<file path="config.mk">
export PLATFORM = sky130hd
export DESIGN_NAME = ccpg_clock_config
export DESIGN_NICKNAME = d
export VERILOG_FILES = /design/src/ccpg_pkg.sv /design/src/ccpg_clock_config.sv /design/src/ccpg_pin_mux.sv /design/src/ccpg_tick_divider.sv
export SDC_FILE = /design/constraint.sdc
export NUM_CORES = 1
export LEC_CHECK = 0
export ABC_AREA = 0
export BUFFER_PORTS_ARGS = -buffer_cell sky130_fd_sc_hd__buf_2
export CORE_ASPECT_RATIO = 0.9
export CORE_UTILIZATION = 40
export CTS_CLUSTER_DIAMETER = 60
export DETAILED_ROUTE_END_ITERATION = 10
export PLACE_DENSITY = 0.63
export SLEW_MARGIN = 20
export SYNTH_ARGS = -nofsm -noshare
export SYNTH_HDL_FRONTEND = slang
export SYNTH_HIERARCHICAL = 1
export SYNTH_SLANG_ARGS = --single-unit
</file>
<file path="constraint.sdc">
create_clock -name mclk_i -period 8.8 [get_ports mclk_i]
set_clock_uncertainty 0.2 [all_clocks]
set_input_delay 0.44 -clock mclk_i [delete_from_list [all_inputs] [get_ports mclk_i]]
set_output_delay 0.44 -clock mclk_i [all_outputs]
set_load 0.02 [all_outputs]
</file>
<file path="src/ccpg_pkg.sv">
// package: register map, field positions, reset values and carriers for the clock block
package ccpg_pkg;

    // =========================================================
    // register offsets (7-bit control word address)
    localparam logic [6:0] ADDR_SOFT_RESET = 7'h00;
    localparam logic [6:0] ADDR_POWER_MGMT_ONE = 7'h01;
    localparam logic [6:0] ADDR_CLOCK_GEN_CONTROL = 7'h06;
    localparam logic [6:0] ADDR_EXTRA_CONTROL = 7'h07;
    localparam logic [6:0] ADDR_SHARED_PIN_CONTROL = 7'h08;
    localparam logic [6:0] ADDR_PLL_INTEGER_RATIO = 7'h24;
    localparam logic [6:0] ADDR_PLL_FRACTION_HIGH = 7'h25;
    localparam logic [6:0] ADDR_PLL_FRACTION_MID = 7'h26;
    localparam logic [6:0] ADDR_PLL_FRACTION_LOW = 7'h27;

    // =========================================================
    // reset values (9-bit registers)
    localparam logic [8:0] RST_POWER_MGMT_ONE = 9'h000;
    localparam logic [8:0] RST_CLOCK_GEN_CONTROL = 9'h140;
    localparam logic [8:0] RST_EXTRA_CONTROL = 9'h000;
    localparam logic [8:0] RST_SHARED_PIN_CONTROL = 9'h000;
    localparam logic [8:0] RST_PLL_INTEGER_RATIO = 9'h008;
    localparam logic [8:0] RST_PLL_FRACTION_HIGH = 9'h00c;
    localparam logic [8:0] RST_PLL_FRACTION_MID = 9'h093;
    localparam logic [8:0] RST_PLL_FRACTION_LOW = 9'h0e9;

    // =========================================================
    // field positions
    localparam int PLL_POWER_ON_BIT = 5;
    localparam int SAMPLE_RATE_LSB = 1;
    localparam int PLL_POST_DIV_BIT = 1;
    localparam int CORE_CLK_SCALER_LSB = 5;
    localparam int CORE_CLK_SRC_BIT = 8;
    localparam int PIN_FUNC_LSB = 0;
    localparam int PIN_INVERT_BIT = 3;
    localparam int PIN_CLK_DIV_LSB = 4;
    localparam int PLL_INPUT_HALVE_BIT = 4;
    localparam int PLL_INT_RATIO_LSB = 0;

    // =========================================================
    // sample-rate codes; 110 and 111 are reserved
    localparam logic [2:0] RATE_LAST_LEGAL = 3'h5;
    localparam logic [2:0] RATE_DEFAULT = 3'h0;
    localparam int MCLK_PER_FS = 256;

    // =========================================================
    // divider ratios in half-steps (divide by r is written as 2*r)
    localparam logic [5:0] PLL_FIXED_DIV2 = 6'h08;
    localparam logic [5:0] PLL_FIXED_POST_DIV2 = 6'h10;
    localparam logic [5:0] SCALER_DIV2 [8] = '{6'h02, 6'h03, 6'h04, 6'h06,
                                              6'h08, 6'h0c, 6'h10, 6'h18};

    // shared pin functions
    typedef enum logic [2:0] {
        CCPG_PIN_CHIP_SEL = 3'h0,
        CCPG_PIN_JACK = 3'h1,
        CCPG_PIN_TEMP_OK = 3'h2,
        CCPG_PIN_AUTO_MUTE = 3'h3,
        CCPG_PIN_PLL_CLK = 3'h4,
        CCPG_PIN_PLL_LOCK = 3'h5,
        CCPG_PIN_RSVD6 = 3'h6,
        CCPG_PIN_RSVD7 = 3'h7
    } ccpg_pin_func_t;

    // configuration handed to the analog pll core
    typedef struct packed {
        logic pll_power_on;
        logic pll_input_halve;
        logic [3:0] pll_int_ratio;
        logic [23:0] pll_frac_ratio;
    } ccpg_pll_cfg_t;

    // status levels that may be routed to the shared pin
    typedef struct packed {
        logic jack_detect;
        logic temp_ok;
        logic auto_mute;
        logic pll_lock;
    } ccpg_status_t;

endpackage

</file>
<file path="src/ccpg_clock_config.sv">
// file: top of the codec clock, pll and shared pin configuration block
// Operation
// - rate field bits 3:1 selects filter coefficients, 110/111 reserved, default 48k
// - filter and level timings assume a 256 times sample-rate master clock
// - pll power bit 5 of power register: 0 off, 1 on, reset off
// - integer ratio at bits 3:0 resets to 8; software uses 6 to 12
// - prescale bit 4 halves the reference before the pll input
// - 24-bit fraction split across three registers, high, mid, low parts
// - pll output divided by fixed 4 then selectable post divide by 2
// - pin function select codes and polarity inversion of the pin output
// - pin general functions only in two-wire mode; three-wire uses chip select
// - pin clock output divided by 1, 2, 3 or 4, reset divide 1
// - pll drives the internal master clock or a clock on the pin
// - clock source bit: 0 external master clock, 1 pll output, reset 1
// - core scaler divides by 1,1.5,2,3,4,6,8,12; reset code 010
`timescale 1ns/1ps
module ccpg_clock_config
    import ccpg_pkg::*;
(
    // clock, reset, enable
    input wire logic mclk_i,
    input wire logic srst_i,
    input wire logic ce_i,
    // register write port (decoded control word)
    input wire logic reg_wr_i,
    input wire logic [6:0] reg_addr_i,
    input wire logic [8:0] reg_wdata_i,
    // register readback port
    input wire logic [6:0] reg_raddr_i,
    output logic [8:0] reg_rdata_o,
    // analog pll core
    input wire logic pll_edge_i,
    input wire logic pll_lock_i,
    output ccpg_pll_cfg_t pll_cfg_o,
    output logic pll_ref_tick_o,
    // status sources and mode pin
    input wire logic ctrl_mode_i,
    input wire logic jack_detect_i,
    input wire logic temp_ok_i,
    input wire logic auto_mute_i,
    // filters and core clock
    output logic [2:0] sample_rate_sel_o,
    output logic core_clk_o,
    output logic core_clk_tick_o,
    // shared select pin
    input wire logic shared_select_pin_i,
    output logic shared_select_pin_o,
    output logic shared_select_pin_oe_o,
    output logic chip_sel_n_o
);

    // =========================================================
    // register file
    logic [8:0] power_mgmt_one_reg, power_mgmt_one_next;
    logic [8:0] clock_gen_control_reg, clock_gen_control_next;
    logic [8:0] extra_control_reg, extra_control_next;
    logic [8:0] shared_pin_control_reg, shared_pin_control_next;
    logic [8:0] pll_integer_ratio_reg, pll_integer_ratio_next;
    logic [8:0] pll_fraction_high_reg, pll_fraction_high_next;
    logic [8:0] pll_fraction_mid_reg, pll_fraction_mid_next;
    logic [8:0] pll_fraction_low_reg, pll_fraction_low_next;
    logic [8:0] rdata_reg, rdata_next;

    // a write to the reset address returns every register to its default
    always_comb begin
        power_mgmt_one_next = power_mgmt_one_reg;
        clock_gen_control_next = clock_gen_control_reg;
        extra_control_next = extra_control_reg;
        shared_pin_control_next = shared_pin_control_reg;
        pll_integer_ratio_next = pll_integer_ratio_reg;
        pll_fraction_high_next = pll_fraction_high_reg;
        pll_fraction_mid_next = pll_fraction_mid_reg;
        pll_fraction_low_next = pll_fraction_low_reg;
        if (reg_wr_i) begin
            unique case (reg_addr_i)
                ADDR_SOFT_RESET: begin
                    power_mgmt_one_next = RST_POWER_MGMT_ONE;
                    clock_gen_control_next = RST_CLOCK_GEN_CONTROL;
                    extra_control_next = RST_EXTRA_CONTROL;
                    shared_pin_control_next = RST_SHARED_PIN_CONTROL;
                    pll_integer_ratio_next = RST_PLL_INTEGER_RATIO;
                    pll_fraction_high_next = RST_PLL_FRACTION_HIGH;
                    pll_fraction_mid_next = RST_PLL_FRACTION_MID;
                    pll_fraction_low_next = RST_PLL_FRACTION_LOW;
                end
                ADDR_POWER_MGMT_ONE: power_mgmt_one_next = reg_wdata_i;
                ADDR_CLOCK_GEN_CONTROL: clock_gen_control_next = reg_wdata_i;
                ADDR_EXTRA_CONTROL: extra_control_next = reg_wdata_i;
                ADDR_SHARED_PIN_CONTROL: shared_pin_control_next = reg_wdata_i;
                ADDR_PLL_INTEGER_RATIO: pll_integer_ratio_next = reg_wdata_i;
                ADDR_PLL_FRACTION_HIGH: pll_fraction_high_next = reg_wdata_i;
                ADDR_PLL_FRACTION_MID: pll_fraction_mid_next = reg_wdata_i;
                ADDR_PLL_FRACTION_LOW: pll_fraction_low_next = reg_wdata_i;
                default: ; // other addresses belong to other blocks
            endcase
        end
        // readback; unmapped addresses read as zero
        unique case (reg_raddr_i)
            ADDR_POWER_MGMT_ONE: rdata_next = power_mgmt_one_reg;
            ADDR_CLOCK_GEN_CONTROL: rdata_next = clock_gen_control_reg;
            ADDR_EXTRA_CONTROL: rdata_next = extra_control_reg;
            ADDR_SHARED_PIN_CONTROL: rdata_next = shared_pin_control_reg;
            ADDR_PLL_INTEGER_RATIO: rdata_next = pll_integer_ratio_reg;
            ADDR_PLL_FRACTION_HIGH: rdata_next = pll_fraction_high_reg;
            ADDR_PLL_FRACTION_MID: rdata_next = pll_fraction_mid_reg;
            ADDR_PLL_FRACTION_LOW: rdata_next = pll_fraction_low_reg;
            default: rdata_next = 9'h000;
        endcase
    end

    always_ff @(posedge mclk_i) begin
        if (srst_i) begin
            power_mgmt_one_reg <= RST_POWER_MGMT_ONE;
            clock_gen_control_reg <= RST_CLOCK_GEN_CONTROL;
            extra_control_reg <= RST_EXTRA_CONTROL;
            shared_pin_control_reg <= RST_SHARED_PIN_CONTROL;
            pll_integer_ratio_reg <= RST_PLL_INTEGER_RATIO;
            pll_fraction_high_reg <= RST_PLL_FRACTION_HIGH;
            pll_fraction_mid_reg <= RST_PLL_FRACTION_MID;
            pll_fraction_low_reg <= RST_PLL_FRACTION_LOW;
            rdata_reg <= 9'h000;
        end else if (ce_i) begin
            power_mgmt_one_reg <= power_mgmt_one_next;
            clock_gen_control_reg <= clock_gen_control_next;
            extra_control_reg <= extra_control_next;
            shared_pin_control_reg <= shared_pin_control_next;
            pll_integer_ratio_reg <= pll_integer_ratio_next;
            pll_fraction_high_reg <= pll_fraction_high_next;
            pll_fraction_mid_reg <= pll_fraction_mid_next;
            pll_fraction_low_reg <= pll_fraction_low_next;
            rdata_reg <= rdata_next;
        end
    end

    assign reg_rdata_o = rdata_reg;

    // =========================================================
    // field extraction
    logic pll_on;
    logic pll_halve;
    logic pll_post_div2;
    logic core_src_pll;
    logic [2:0] core_scaler;
    logic [2:0] rate_field;
    logic [1:0] pin_clk_div;

    assign pll_on = power_mgmt_one_reg[PLL_POWER_ON_BIT];
    assign pll_halve = pll_integer_ratio_reg[PLL_INPUT_HALVE_BIT];
    assign pll_post_div2 = clock_gen_control_reg[PLL_POST_DIV_BIT];
    assign core_src_pll = clock_gen_control_reg[CORE_CLK_SRC_BIT];
    assign core_scaler = clock_gen_control_reg[CORE_CLK_SCALER_LSB +: 3];
    assign rate_field = extra_control_reg[SAMPLE_RATE_LSB +: 3];
    assign pin_clk_div = shared_pin_control_reg[PIN_CLK_DIV_LSB +: 2];

    // =========================================================
    // pll configuration, filter rate and reference prescaler
    ccpg_pll_cfg_t pll_cfg_reg, pll_cfg_next;
    logic [2:0] rate_reg, rate_next;
    logic ref_phase_reg, ref_phase_next;
    logic ref_tick_reg, ref_tick_next;

    // reserved rate codes keep the last legal coefficient set, so the
    // filters never run on undefined coefficients; the 256fs clock itself
    // is the user's concern
    always_comb begin
        pll_cfg_next.pll_power_on = pll_on;
        pll_cfg_next.pll_input_halve = pll_halve;
        pll_cfg_next.pll_int_ratio = pll_integer_ratio_reg[PLL_INT_RATIO_LSB +: 4];
        pll_cfg_next.pll_frac_ratio = {pll_fraction_high_reg[5:0],
                                       pll_fraction_mid_reg,
                                       pll_fraction_low_reg};
        rate_next = (rate_field <= RATE_LAST_LEGAL) ? rate_field : rate_reg;
        // halving lets only every other reference edge through
        ref_phase_next = pll_halve ? ~ref_phase_reg : 1'b0;
        ref_tick_next = pll_on & (~pll_halve | ref_phase_reg);
    end

    always_ff @(posedge mclk_i) begin
        if (srst_i) begin
            pll_cfg_reg <= '0;
            rate_reg <= RATE_DEFAULT;
            ref_phase_reg <= 1'b0;
            ref_tick_reg <= 1'b0;
        end else if (ce_i) begin
            pll_cfg_reg <= pll_cfg_next;
            rate_reg <= rate_next;
            ref_phase_reg <= ref_phase_next;
            ref_tick_reg <= ref_tick_next;
        end
    end

    assign pll_cfg_o = pll_cfg_reg;
    assign sample_rate_sel_o = rate_reg;
    assign pll_ref_tick_o = ref_tick_reg;

    // =========================================================
    // pll output path: fixed divide by 4, optional post divide by 2
    logic pll_out_tick;
    logic [5:0] pll_div2;
    logic pll_edge_gated;

    assign pll_edge_gated = pll_edge_i & pll_on;
    assign pll_div2 = pll_post_div2 ? PLL_FIXED_POST_DIV2 : PLL_FIXED_DIV2;

    ccpg_tick_divider u_pll_post (
        .mclk_i(mclk_i),
        .srst_i(srst_i),
        .ce_i(ce_i),
        .tick_i(pll_edge_gated),
        .ratio2_i(pll_div2),
        .tick_o(pll_out_tick)
    );

    // =========================================================
    // core clock: source select, then scaler
    logic core_src_tick;
    logic core_tick;

    assign core_src_tick = core_src_pll ? pll_out_tick : 1'b1;

    ccpg_tick_divider u_core_scaler (
        .mclk_i(mclk_i),
        .srst_i(srst_i),
        .ce_i(ce_i),
        .tick_i(core_src_tick),
        .ratio2_i(SCALER_DIV2[core_scaler]),
        .tick_o(core_tick)
    );

    // =========================================================
    // pin clock divider: code n divides by n+1
    logic pin_tick;
    logic [5:0] pin_div2;

    assign pin_div2 = {3'h0, pin_clk_div, 1'b0} + 6'h02;

    ccpg_tick_divider u_pin_div (
        .mclk_i(mclk_i),
        .srst_i(srst_i),
        .ce_i(ce_i),
        .tick_i(pll_out_tick),
        .ratio2_i(pin_div2),
        .tick_o(pin_tick)
    );

    // each tick is a half period, so the clock levels toggle on ticks
    logic core_clk_reg, core_clk_next;
    logic core_tick_reg, core_tick_next;
    logic pin_clk_reg, pin_clk_next;

    always_comb begin
        core_clk_next = core_clk_reg ^ core_tick;
        core_tick_next = core_tick;
        pin_clk_next = pin_clk_reg ^ pin_tick;
    end

    always_ff @(posedge mclk_i) begin
        if (srst_i) begin
            core_clk_reg <= 1'b0;
            core_tick_reg <= 1'b0;
            pin_clk_reg <= 1'b0;
        end else if (ce_i) begin
            core_clk_reg <= core_clk_next;
            core_tick_reg <= core_tick_next;
            pin_clk_reg <= pin_clk_next;
        end
    end

    assign core_clk_o = core_clk_reg;
    assign core_clk_tick_o = core_tick_reg;

    // =========================================================
    // shared select pin
    ccpg_status_t status;

    assign status = '{jack_detect: jack_detect_i, temp_ok: temp_ok_i,
                      auto_mute: auto_mute_i, pll_lock: pll_lock_i};

    ccpg_pin_mux u_pin_mux (
        .mclk_i(mclk_i),
        .srst_i(srst_i),
        .ce_i(ce_i),
        .ctrl_mode_i(ctrl_mode_i),
        .func_sel_i(shared_pin_control_reg[PIN_FUNC_LSB +: 3]),
        .invert_i(shared_pin_control_reg[PIN_INVERT_BIT]),
        .status_i(status),
        .pin_clk_i(pin_clk_reg),
        .pin_i(shared_select_pin_i),
        .pin_o(shared_select_pin_o),
        .pin_oe_o(shared_select_pin_oe_o),
        .chip_sel_n_o(chip_sel_n_o)
    );

endmodule

</file>
<file path="src/ccpg_pin_mux.sv">
// file: shared select pin function multiplexer with polarity and direction control
`timescale 1ns/1ps
module ccpg_pin_mux
    import ccpg_pkg::*;
(
    // clock and control
    input wire logic mclk_i,
    input wire logic srst_i,
    input wire logic ce_i,
    // configuration
    input wire logic ctrl_mode_i,
    input wire logic [2:0] func_sel_i,
    input wire logic invert_i,
    // sources
    input wire ccpg_status_t status_i,
    input wire logic pin_clk_i,
    input wire logic pin_i,
    // pin and chip select
    output logic pin_o,
    output logic pin_oe_o,
    output logic chip_sel_n_o
);

    logic pin_reg;
    logic pin_next;
    logic oe_reg;
    logic oe_next;
    logic cs_n_reg;
    logic cs_n_next;
    logic level;

    // =========================================================
    // pick the level; input and reserved codes leave the pin undriven
    always_comb begin
        level = 1'b0;
        oe_next = 1'b0;
        cs_n_next = 1'b1;
        if (ctrl_mode_i) begin
            cs_n_next = pin_i;
        end else begin
            oe_next = 1'b1;
            unique case (ccpg_pin_func_t'(func_sel_i))
                CCPG_PIN_CHIP_SEL: begin
                    oe_next = 1'b0;
                    cs_n_next = pin_i;
                end
                CCPG_PIN_JACK: level = status_i.jack_detect;
                CCPG_PIN_TEMP_OK: level = status_i.temp_ok;
                CCPG_PIN_AUTO_MUTE: level = status_i.auto_mute;
                CCPG_PIN_PLL_CLK: level = pin_clk_i;
                CCPG_PIN_PLL_LOCK: level = status_i.pll_lock;
                CCPG_PIN_RSVD6, CCPG_PIN_RSVD7: oe_next = 1'b0;
            endcase
        end
        pin_next = level ^ invert_i;
    end

    always_ff @(posedge mclk_i) begin
        if (srst_i) begin
            pin_reg <= 1'b0;
            oe_reg <= 1'b0;
            cs_n_reg <= 1'b1;
        end else if (ce_i) begin
            pin_reg <= pin_next;
            oe_reg <= oe_next;
            cs_n_reg <= cs_n_next;
        end
    end

    assign pin_o = pin_reg;
    assign pin_oe_o = oe_reg;
    assign chip_sel_n_o = cs_n_reg;

endmodule

</file>
<file path="src/ccpg_tick_divider.sv">
// file: fractional tick divider working in half-steps of the input tick rate
`timescale 1ns/1ps
module ccpg_tick_divider
    import ccpg_pkg::*;
(
    // clock and control
    input wire logic mclk_i,
    input wire logic srst_i,
    input wire logic ce_i,
    // tick in, ratio, tick out
    input wire logic tick_i,
    input wire logic [5:0] ratio2_i,
    output logic tick_o
);

    logic [5:0] acc_reg;
    logic [5:0] acc_next;
    logic tick_reg;
    logic tick_next;
    logic [6:0] sum;

    // =========================================================
    // accumulate two half-steps per tick; emit when a whole ratio is reached.
    // half-steps let the 1.5 ratio come out as two ticks per three in
    always_comb begin
        sum = {1'b0, acc_reg} + 7'h02;
        acc_next = acc_reg;
        tick_next = 1'b0;
        if (tick_i) begin
            if (sum >= {1'b0, ratio2_i}) begin
                acc_next = 6'(sum - {1'b0, ratio2_i});
                tick_next = 1'b1;
                // a lowered ratio must not leave the count above it
                if (acc_next >= ratio2_i) begin
                    acc_next = 6'h00;
                end
            end else begin
                acc_next = sum[5:0];
            end
        end
    end

    always_ff @(posedge mclk_i) begin
        if (srst_i) begin
            acc_reg <= 6'h00;
            tick_reg <= 1'b0;
        end else if (ce_i) begin
            acc_reg <= acc_next;
            tick_reg <= tick_next;
        end
    end

    assign tick_o = tick_reg;

endmodule
</file>
==> results of run 1 <==
layer usage:
metal / vias to the layer above / routed length (microns) / track usage (%)
li1: 3256 / - / -
met1: 3216 / 10380 / 31.98
met2: 235 / 9155 / 32.76
met3: 20 / 1525 / 5.240
met4: 0 / 270 / 6.873
met5: - / 0 / 0
worst register-to-register path, cell delays in order, from the launching register on:
cell and delay [ns]:
dfxtp_1 0.38, inv_1 0.08, nor3_1 0.40, ha_1 0.31
fa_1 0.23, inv_1 0.05, a21o_1 0.17, a21oi_1 0.17
xnor2_1 0.16, ha_1 0.28, a21o_1 0.16, a21oi_1 0.14
o21a_1 0.23, or3b_4 0.41, o22ai_2 0.14
cells in the mapped netlist, types with 4 or more instances:
cell      instances  area [sq um]
a31oi_1          18         112.6
nand3b_1          7         52.55
a22oi_1          52         390.4
mux4_2            9         202.7
and2_1            9         56.30
buf_1             7         26.28
a221oi_1          9         78.83
a21oi_1          39         195.2
inv_1            52         195.2
nand4_1           8         50.05
buf_2            10         50.05
nand2b_1         12         75.07
o22ai_2           6         75.07
nand3_1          42         210.2
nand4b_1          4         35.03
mux2i_1          42         420.4
a21o_1            9         67.56
nor3_1           31         155.2
xor2_1           11         96.34
clkbuf_2          9         45.04
dfxtp_1         143          2863
a32oi_1           9         78.83
o21ai_2           6         52.55
clkbuf_1         27         101.4
xnor2_1          15         131.4
nor2b_1           4         25.02
ha_1             40         500.5
and3_1            7         43.79
o21ai_0          10         50.05
nor2_1           98         367.9
o21bai_1          6         45.04
o22a_1            5         43.79
nand2_1          52         195.2
per-stage QoR:
step | cells | instance area, sq um
6_report | 1187 | 8877
3_3_place_gp | 1155 | 8267
4_1_cts | 1187 | 8859
2_1_floorplan | 880 | 7759
5_1_grt | 1187 | 8877
3_5_place_dp | 1155 | 8267
where the power goes:
part | switching [mW] | total [mW] | internal [mW]
Combinational | 0.0885 | 0.136 | 0.0479
Sequential | 0.00399 | 0.657 | 0.653
Clock | 0.338 | 0.718 | 0.381
Total | 0.430 | 1.51 | 1.08
final cells by class:
cell class,count,area (sq um)
multi-input cells,632,4498
inverters,52,195.2
well taps,245,306.5
clock inverters,15,166.4
clock buffers,17,425.4
fillers,1757,9764
flip-flops and latches,143,2863
repair buffers,83,422.9
cell usage in the layout, fill, tap and decap left out, drive strengths merged, types with 11 or more instances in the layout:
| cell type | n |
|---|---|
| dfxtp | 143 |
| nor2 | 101 |
| buf | 83 |
| inv | 60 |
| nand2 | 52 |
| a22oi | 52 |
| nand3 | 42 |
| mux2i | 42 |
| ha | 40 |
| a21oi | 39 |
| nor3 | 31 |
| a31oi | 21 |
| o21ai | 18 |
| clkbuf | 17 |
| xnor2 | 15 |
| conb | 13 |
| nand2b | 12 |
| xor2 | 11 |
path summary, 6_finish.rpt:
path	startpoint	cells after the start	slack, ns	end
worst max register to register	clock_gen_control_reg[5]	14	5.21	u_core_scaler/acc_reg[2]
worst min register to register	power_mgmt_one_reg[1]	2	0.25	power_mgmt_one_reg[1]
worst min-delay path	shared_select_pin_i	3	0.05	u_pin_mux/chip_sel_n_o
worst max-delay path	clock_gen_control_reg[5]	14	5.21	u_core_scaler/acc_reg[2]
cell families (layout without fill, tap and decap cells):
group / count (synthesis) / in the layout / share of synthesized area, %
AOI/OAI and AO/OA: 194 / 194 / 18.90
xor gates and xnor gates: 26 / 26 / 2.952
adders and majority gates: 43 / 43 / 7.267
buffers and inverters: 105 / 167 / 5.418
DFF: 143 / 143 / 37.11
muxes: 51 / 51 / 8.078
other: 1 / 13 / 0.04862
and+or+nand+nor: 305 / 305 / 20.23
==> run metrics, run 1 <==
Die Width=148.4 microns; RSZ-0062 raised after global routing=no; ant diodes=0; Die ar.=0.01984 sq mm; sequential share of the synthesized area=37.11%; layout cells sized above 1=17.30%; slowest CP cell=or3b_4; Slew Limit Fails=0; worst path bufs/invs=2; flops & latches, synth=143; Final Hold Viols=0; Post-Syn Instances=868; Max Cap Violations=0; Placer Congestion=0.8840; Clk pin slew, worst setup/hold paths=0.07 ns; Detailed Route WL=21.34 mm; synth-to-layout area growth=15.09%; Cell Pwr Density=170.3 mW/mm^2; first-pass GRT wire length=34.11 mm; post-route ant nets=0; CTS Buffer Depth=2; initial core utilization=41.38%; wire per inst=17.97 microns; ys async rst share=0%; run status=completed; Clk Latency, worst-skew pair=0.44 ns; worst hold slack=0.05391 ns; setup violators final=0; grt total ovfl=0; setup TNS=0 ns; Final Cycle Share=40.84%; WP data required=8.96 ns; Post-CTS Setup Inserts=0; syn avg cell area=8.887 sq um; cts repair resizes=0; Hold Crit Class=in -> reg; Residual DRC=0; vias in the first global route=6,196; Hold Buf Count CTS=0; post-route minimum period=3.594 ns; GRT Total Usage=22.29%; Post-synth top flop=dfxtp_1; CTS Sinks=143; largest net degree at the start of global routing=84; Initial DRC Count=588; initial antenna violation count=0; Final WS setup=5.206 ns; Post-DP HPWL=15.00 mm; Via Count=6,727; Pleak=3.505 nW; overall power=1.511 mW; Synth Warn #=6; # H-tree levels=4; CP Launch Type=flip-flop; Max VDD drop=0.0001377 V; critical-path maximum fanout=5; worst slack, placed=5.258 ns; Via density=5.667; Setup crit end kind=flip-flop; root buffer cell=clkbuf_16; Critical Path AT=3.75 ns; post-synthesis cell type count=65; CORE AREA=0.01864 sq mm; relative slew slack=30.66%; DR pass1 iterations=6; Die Span Y=133.7 microns; Rows=47; CP max stage delay=0.41 ns; top-level port count=82; Post-Route Utilization=47.62%; Port Buffers=81; Worst-Margin Slew=1.032 ns; Mapped Area=0.007714 sq mm; achievable clock frequency=278.2 MHz; kind of critical path=reg -> reg; CTS tree=yes; fin nets=1,006; CP top delay family=compound AO/OA/AOI/OAI gates; CTS Buf Count=17; Post-synth EDFFs=0; CP cell instances=inv_1, nor3_1, ha_1, fa_1, inv_1, a21o_1, a21oi_1, xnor2_1, ha_1, a21o_1, a21oi_1, o21a_1, or3b_4, o22ai_2; max reg flops=30
(Power assumes the default switching activity.)
==> inputs of run 2 (changes only) <==
--- a/config.mk
+++ b/config.mk
@@ -5,13 +5,13 @@
 export SDC_FILE = /design/constraint.sdc
 export NUM_CORES = 1
 export LEC_CHECK = 0
-export ABC_AREA = 0
+export ABC_AREA = 1
 export BUFFER_PORTS_ARGS = -buffer_cell sky130_fd_sc_hd__buf_2
 export CORE_ASPECT_RATIO = 0.9
 export CORE_UTILIZATION = 40
 export CTS_CLUSTER_DIAMETER = 60
 export DETAILED_ROUTE_END_ITERATION = 10
-export PLACE_DENSITY = 0.63
+export PLACE_DENSITY = 0.65
 export SLEW_MARGIN = 20
 export SYNTH_ARGS = -nofsm -noshare
 export SYNTH_HDL_FRONTEND = slang
==> constraint.sdc (replaced) <==
create_clock -name mclk_i -period 3.19 [get_ports mclk_i]
set_clock_uncertainty 0.2 [all_clocks]
set_input_delay 0.1595 -clock mclk_i [delete_from_list [all_inputs] [get_ports mclk_i]]
set_output_delay 0.1595 -clock mclk_i [all_outputs]
set_load 0.02 [all_outputs]
==> run 2 against run 1 <==
Clock-buffer cell count is the same; hold slack worse by 0.034 ns; cell area rose by 9.9%; critical path type unchanged; synthesized area up 4.9%; the flow now finishes with violations (design-rule violations); largest cell class unchanged; first-iteration DRC count increased by 20%; combinational power increased to 2.9 times the previous value; fmax rose by 20%; sequential share of layout area is 2.7 points lower; setup slack worse by 5.0 ns.
==> run metrics, run 2 <==
run status=finished, violations left; failing checks=design-rule violations; fin nets=1,381 (+37%); Critical Path AT=3.16 ns (-0.59 ns); wire per inst=14.75 microns (-18%); worst path bufs/invs=2 (unchanged); top-level port count=82 (unchanged); gr busiest metal=met2; Post-Syn Instances=1,202 (+38%); worst hold slack=0.01976 ns (-0.03415 ns); largest net degree at the start of global routing=66 (-21%); Residual DRC=9 (+9); fillcell total=1,966 (+12%); Initial DRC Count=703 (+20%); Rows=48 (+2.1%); ys async rst share=0% (unchanged); CP cell instances=ha_1, xor2_2, ha_2, buf_4, a21oi_1, nand2_1, nand2_1, nand2_1, ha_1, nand2_1, inv_1, nand2_1, nand3_1, nor2_2, nand2_1, nand2_1, nand2_1, a21oi_2; Mapped Area=0.008092 sq mm (+4.9%); post-route ant nets=0 (unchanged); Die Width=151.9 microns (+2.4%); Worst-Margin Slew=0.9068 ns (-0.1255 ns); Via Count=8,122 (+21%); vias in the first global route=7,174 (+16%); top post-synthesis cells by count=nand2_1, dfxtp_1, nand3_1, a21oi_1, nor2_1; CP top delay family=simple AND/OR/NAND/NOR gates; Max VDD drop=0.0003002 V (+120%); Slew Limit Fails=0 (unchanged); most used cell, CP=nand2_1; post-synthesis cell type count=37 (-43%); relative slew slack=39.48% (+8.8 points); Synth area leader=dfxtp_1; WP data required=3.34 ns (-5.62 ns); setup TNS=0 ns (unchanged); Final Hold Viols=0 (unchanged); Final Cycle Share=94.08% (+53 points); met3 usage=3.452% (-1.8 points); Post-synth top flop=dfxtp_1; achievable clock frequency=333.2 MHz (+20%); Via density=5.183 (-8.5%); CTS Sinks=143 (unchanged); CTS Buf Count=17 (unchanged); Post-Route Utilization=50.00% (+2.4 points); met2 usage=33.59% (+0.83 points); Clk Latency, worst-skew pair=0.43 ns (about the same); Global Route met1 Usage=32.61% (+0.62 points); DR pass1 iterations=9 (+3); Cell Pwr Density=449.9 mW/mm^2 (+160%); synth-to-layout area growth=20.61%; Yosys top cell area share=35.38% (-1.7 points); synth top area cells=dfxtp_1, nand2_1, nand3_1; Clk pin slew, worst setup/hold paths=0.06 ns (about the same); flops & latches, synth=143 (unchanged); critical-path maximum fanout=5 (unchanged); count leader, synth=nand2_1; Placer Congestion=0.8919 (+0.89%); syn avg cell area=6.732 sq um (-24%); initial antenna violation count=0 (unchanged); Die Span Y=136.9 microns (+2.4%); grt total ovfl=0 (unchanged); root buffer cell=clkbuf_16; first-pass GRT wire length=36.65 mm (+7.4%); CP max stage delay=0.39 ns (-0.02 ns); Port Buffers=81 (unchanged); CTS tree=yes; # H-tree levels=4 (unchanged); GRT Total Usage=22.17% (-0.12 points); ant diodes=0 (unchanged); commonest cells after routing, fill and taps aside=nand2_1, dfxtp_1, nand3_1, a21oi_1, nor2_1; slowest CP cell=dfxtp_4; multi-input logic area=0.004813 sq mm (+7.0%); worst slack, placed=0.09695 ns (-5.161 ns); Synth Warn #=6 (unchanged); Hold Crit Class=in -> reg; initial core utilization=41.46% (+0.077 points); CORE AREA=0.01952 sq mm (+4.7%); Post-DP HPWL=16.42 mm (+9.4%); Pleak=4.477 nW (+28%); post-route minimum period=3.001 ns (-0.5929 ns); max reg flops=30 (unchanged); CTS Buffer Depth=2 (unchanged); sequential share of the synthesized area=35.38% (-1.7 points); setup violators final=0 (unchanged); layout cells sized above 1=16.86% (-0.45 points); Max Cap Violations=0 (unchanged); commonest non-fill, non-tap cell in the layout=nand2_1; FF+latch area=0.002880 sq mm (+0.61%); CP Launch Type=flip-flop; kind of critical path=reg -> reg; Detailed Route WL=23.11 mm (+8.3%); Die ar.=0.02080 sq mm (+4.8%); Setup crit end kind=flip-flop; Post-synth EDFFs=0 (unchanged); Final WS setup=0.1887 ns (-5.017 ns)
-- run 2: cell type report --
type,instances,area share (%)
multi-input combinational,914,49.32
clock buffer,17,4.359
clock inverter,15,2.179
sequential,143,29.51
timing repair buffer,113,7.000
tap,250,3.205
inverter,115,4.423
-- run 2: layer usage --
metal | part of all wire (%) | up-vias
met5 | 0 | -
met4 | 0.81 | 0
met3 | 7.2 | 16
met2 | 43 | 267
met1 | 49 | 3730
li1 | - | 4109
-- run 2: logic make-up after synthesis --
family	after synthesis	share of synthesized area [%]
xor gates and xnor gates	12	1.299
DFF	143	35.38
adders and majority gates	43	6.928
buffers and inverters	159	7.731
AOI/OAI and AO/OA	187	12.37
and+or+nand+nor	657	36.25
other	1	0.04634
-- run 2: worst paths after layout --
kind / start / endpoint / slack (ns) / cells past startpoint
worst max-delay path: u_core_scaler/acc_reg[1] / u_core_scaler/acc_reg[5] / 0.19 / 18
worst min-delay path: pll_edge_i / u_pll_post/acc_reg[3] / 0.02 / 6
worst max register to register: u_core_scaler/acc_reg[1] / u_core_scaler/acc_reg[5] / 0.19 / 18
worst min register to register: pll_cfg_o[28] / pll_cfg_o[28] / 0.26 / 2
-- run 2: through the flow --
stage | power (mW) | cells | instance area [sq um]
after floorplan | 2.114 | 1216 | 8144
after global placement | 2.234 | 1515 | 8761
after detailed placement | 2.237 | 1515 | 8761
after CTS | 4.407 | 1561 | 9539
after global routing | 4.536 | 1567 | 9759
final | 4.391 | 1567 | 9759
-- run 2: worst reg2reg max path: cells and delay by family, from the launching register on --
family | cells | cell delay, ns
flops | 1 | 0.39
simple gates | 10 | 0.87
compound gates | 2 | 0.28
fa+ha+maj | 3 | 0.81
buf+inv | 2 | 0.21
xor+xnor | 1 | 0.19
-- run 2: repair_timing --
action	4_1_cts	5_1_grt
hold endpoints to repair	70	0
setup buffers	0	6
setup endpoints to repair	0	18
hold buffers	14	0
gates resized for setup	0	40
-- run 2: power breakdown --
group          switching (mW)  leakage [nW]  internal (mW)
sequential             0.0137          1.17           1.81
clock                   0.889         0.316           1.28
combinational           0.275          3.00          0.125
==> inputs of run 3 (changes only) <==
--- a/config.mk
+++ b/config.mk
@@ -7,7 +7,7 @@
 export LEC_CHECK = 0
 export ABC_AREA = 1
 export BUFFER_PORTS_ARGS = -buffer_cell sky130_fd_sc_hd__buf_2
-export CORE_ASPECT_RATIO = 0.9
+export CORE_ASPECT_RATIO = 1.5
 export CORE_UTILIZATION = 40
 export CTS_CLUSTER_DIAMETER = 60
 export DETAILED_ROUTE_END_ITERATION = 10
==> run 3 against run 2 <==
The flow now finishes without violations; sequential power about the same; fmax rose by 0.17%; critical path depth is 1 lower; clock power is 15% lower; total power decreased by 7.4%; via count decreased by 1.2%; sequential cell count did not move; hold slack improved by 0.0013 ns; core utilization down 1.3 points.
==> run metrics, run 3 (synthesis gave the netlist of run 2 again) <==
run status=completed; top-level port count=82 (unchanged); Hold Crit Class=in -> reg; Via density=5.102 (-1.6%); Worst-Margin Slew=0.8235 ns (-0.08328 ns); CP Launch Type=flip-flop; Layout Cells excl Fill=1,572 (+0.32%); max reg flops=30 (unchanged); Final Cycle Share=93.92% (-0.16 points); Int Power=3.006 mW (-6.5%); commonest cells after routing, fill and taps aside=nand2_1, dfxtp_1, nand3_1, a21oi_1, nor2_1; grt total ovfl=0 (unchanged); achievable clock frequency=333.8 MHz (+0.17%); DP Cell Count=1,526 (+0.73%); post-route minimum period=2.996 ns (-0.005154 ns); DR pass1 iterations=5 (-4); Residual DRC=0 (-9); Comb power frac=9.6% (+0.5 points); wire per inst=14.94 microns (+1.3%); Sw Ratio=26.06% (-0.74 points); fin nets=1,377 (-0.29%); vias in the first global route=7,710 (+7.5%); launch point of the worst reg-to-reg path=u_core_scaler/acc_reg[1]; Psw=1.060 mW (-10%); initial antenna violation count=0 (unchanged); Final Hold Viols=0 (unchanged); kind of critical path=reg -> reg; Slew Limit Fails=0 (unchanged); WP data required=3.32 ns (-0.02 ns); CTS tree=yes; ant diodes=0 (unchanged); Cell Pwr Density=422.3 mW/mm^2 (-6.1%); CTS Buf Count=17 (unchanged); Setup crit end kind=flip-flop; post-route ant nets=0 (unchanged); Critical Path AT=3.13 ns (-0.03 ns); Die ar.=0.02081 sq mm (about the same); sequential power share=44.9% (+3.3 points); Via Count=8,021 (-1.2%); Post-DP HPWL=17.31 mm (+5.5%); Clk pin slew, worst setup/hold paths=0.06 ns (about the same); commonest non-fill, non-tap cell in the layout=nand2_1; first-pass GRT wire length=37.67 mm (+2.8%); CTS Sinks=143 (unchanged); layout cells sized above 1=15.93% (-0.93 points); synth-to-layout area growth=18.97%; Clk network pwr share=45.4% (-3.9 points); Max Cap Violations=0 (unchanged); Placer Congestion=0.9023 (+1.2%); setup violators final=0 (unchanged); Post-Route Utilization=48.66% (-1.3 points); min-delay src=reg_addr_i[3]; initial core utilization=40.90% (-0.56 points); Die Width=118.1 microns (-22%); # H-tree levels=4 (unchanged); critical-path maximum fanout=5 (unchanged); Initial DRC Count=434 (-38%); root buffer cell=clkbuf_16; critical path launch point=u_core_scaler/acc_reg[1]; CORE AREA=0.01979 sq mm (+1.4%); relative slew slack=45.04% (+5.6 points); Max VDD drop=0.0004607 V (+53%); largest net degree at the start of global routing=75 (+14%); reg2reg path depth=17 (-1); Rows=63 (+31%); hold path depth=5 (-1); Pleak=4.405 nW (-1.6%); Clk Latency, worst-skew pair=0.42 ns (about the same); Die Span Y=176.2 microns (+29%); Port Buffers=81 (unchanged); Detailed Route WL=23.49 mm (+1.7%); CTS Buffer Depth=2 (unchanged); GRT Total Usage=23.00% (+0.83 points)
run 3: changes by cell type in the layout (fill, tap and decap cells not counted), sizes merged:
| cell | change |
|---|---|
| inv | -7 |
| buf | -5 |
| clkinv | +4 |
| clkinvlp | +3 |
| bufinv | -2 |
| clkbuf | +1 |
| dlygate4sd3 | +1 |
run 3: metrics by stage:
stage | instance area (sq um) | TNS (ns) | worst slack, ns | hold WS [ns] | power, mW
6_report | 9627 | 0 | 0.1939 | 0.02106 | 4.065
5_1_grt | 9627 | -0.1404 | -0.03890 | 0.04594 | 4.229
4_1_cts | 9485 | 0 | 0.006035 | 0.007273 | 4.088
3_5_place_dp | 8793 | 0 | 0.05761 | 0.2528 | 2.234
3_3_place_gp | 8793 | 0 | 0.1417 | 0.2490 | 2.231
2_1_floorplan | 8144 | 0 | 0.4554 | 0.02194 | 2.114
run 3: cell type report:
cell class | instances | area [sq um]
Clock buffer | 18 | 429.2
Clock inverter | 13 | 112.6
Fill cell | 2036 | 10160
Inverter | 115 | 431.7
Multi-Input combinational cell | 914 | 4786
Sequential cell | 143 | 2874
Tap cell | 260 | 325.3
Timing Repair Buffer | 109 | 668.1
run 3: repair_timing:
item,CTS,global route
hold buffers,15,0
setup buffers,0,0
endpoints found under the setup margin,0,18
endpoints found under the hold margin,93,0
gates resized for setup,0,31
run 3: final timing paths:
kind / slack, ns / end
setup / recovery: 0.19 / u_core_scaler/acc_reg[2]
setup reg to reg: 0.19 / u_core_scaler/acc_reg[2]
hold reg to reg: 0.26 / reg_rdata_o[0]
hold / removal: 0.02 / shared_pin_control_reg[6]
run 3: critical path, stage by stage (launching register included):
cell,delay [ns]
dfxtp_4,0.38
ha_2,0.21
nand3_1,0.13
xor2_2,0.20
inv_1,0.07
ha_2,0.38
nand4_1,0.12
nand2_2,0.11
ha_1,0.24
nand2_1,0.13
inv_1,0.08
nand2_1,0.09
nand2_1,0.07
a21oi_2,0.16
nand3_1,0.09
nand2_1,0.07
nand3_1,0.06
a21oi_1,0.13
run 3: routing by layer:
metal | global-route usage (%) | vias up | routed length (microns)
met5 | 0 | - | 0
met4 | 14.26 | 0 | 1256
met3 | 3.521 | 68 | 835
met2 | 43.82 | 198 | 12340
met1 | 23.26 | 3661 | 9062
li1 | - | 4094 | -
run 3: power groups by stage:
stage          logic (mW)  registers, mW  clock network, mW
4_1_cts             0.383           1.83               1.88
6_report            0.391           1.83               1.85
5_1_grt             0.435           1.83               1.96
3_3_place_gp        0.364           1.87                  0
2_1_floorplan       0.216           1.90                  0
3_5_place_dp        0.367           1.87                  0
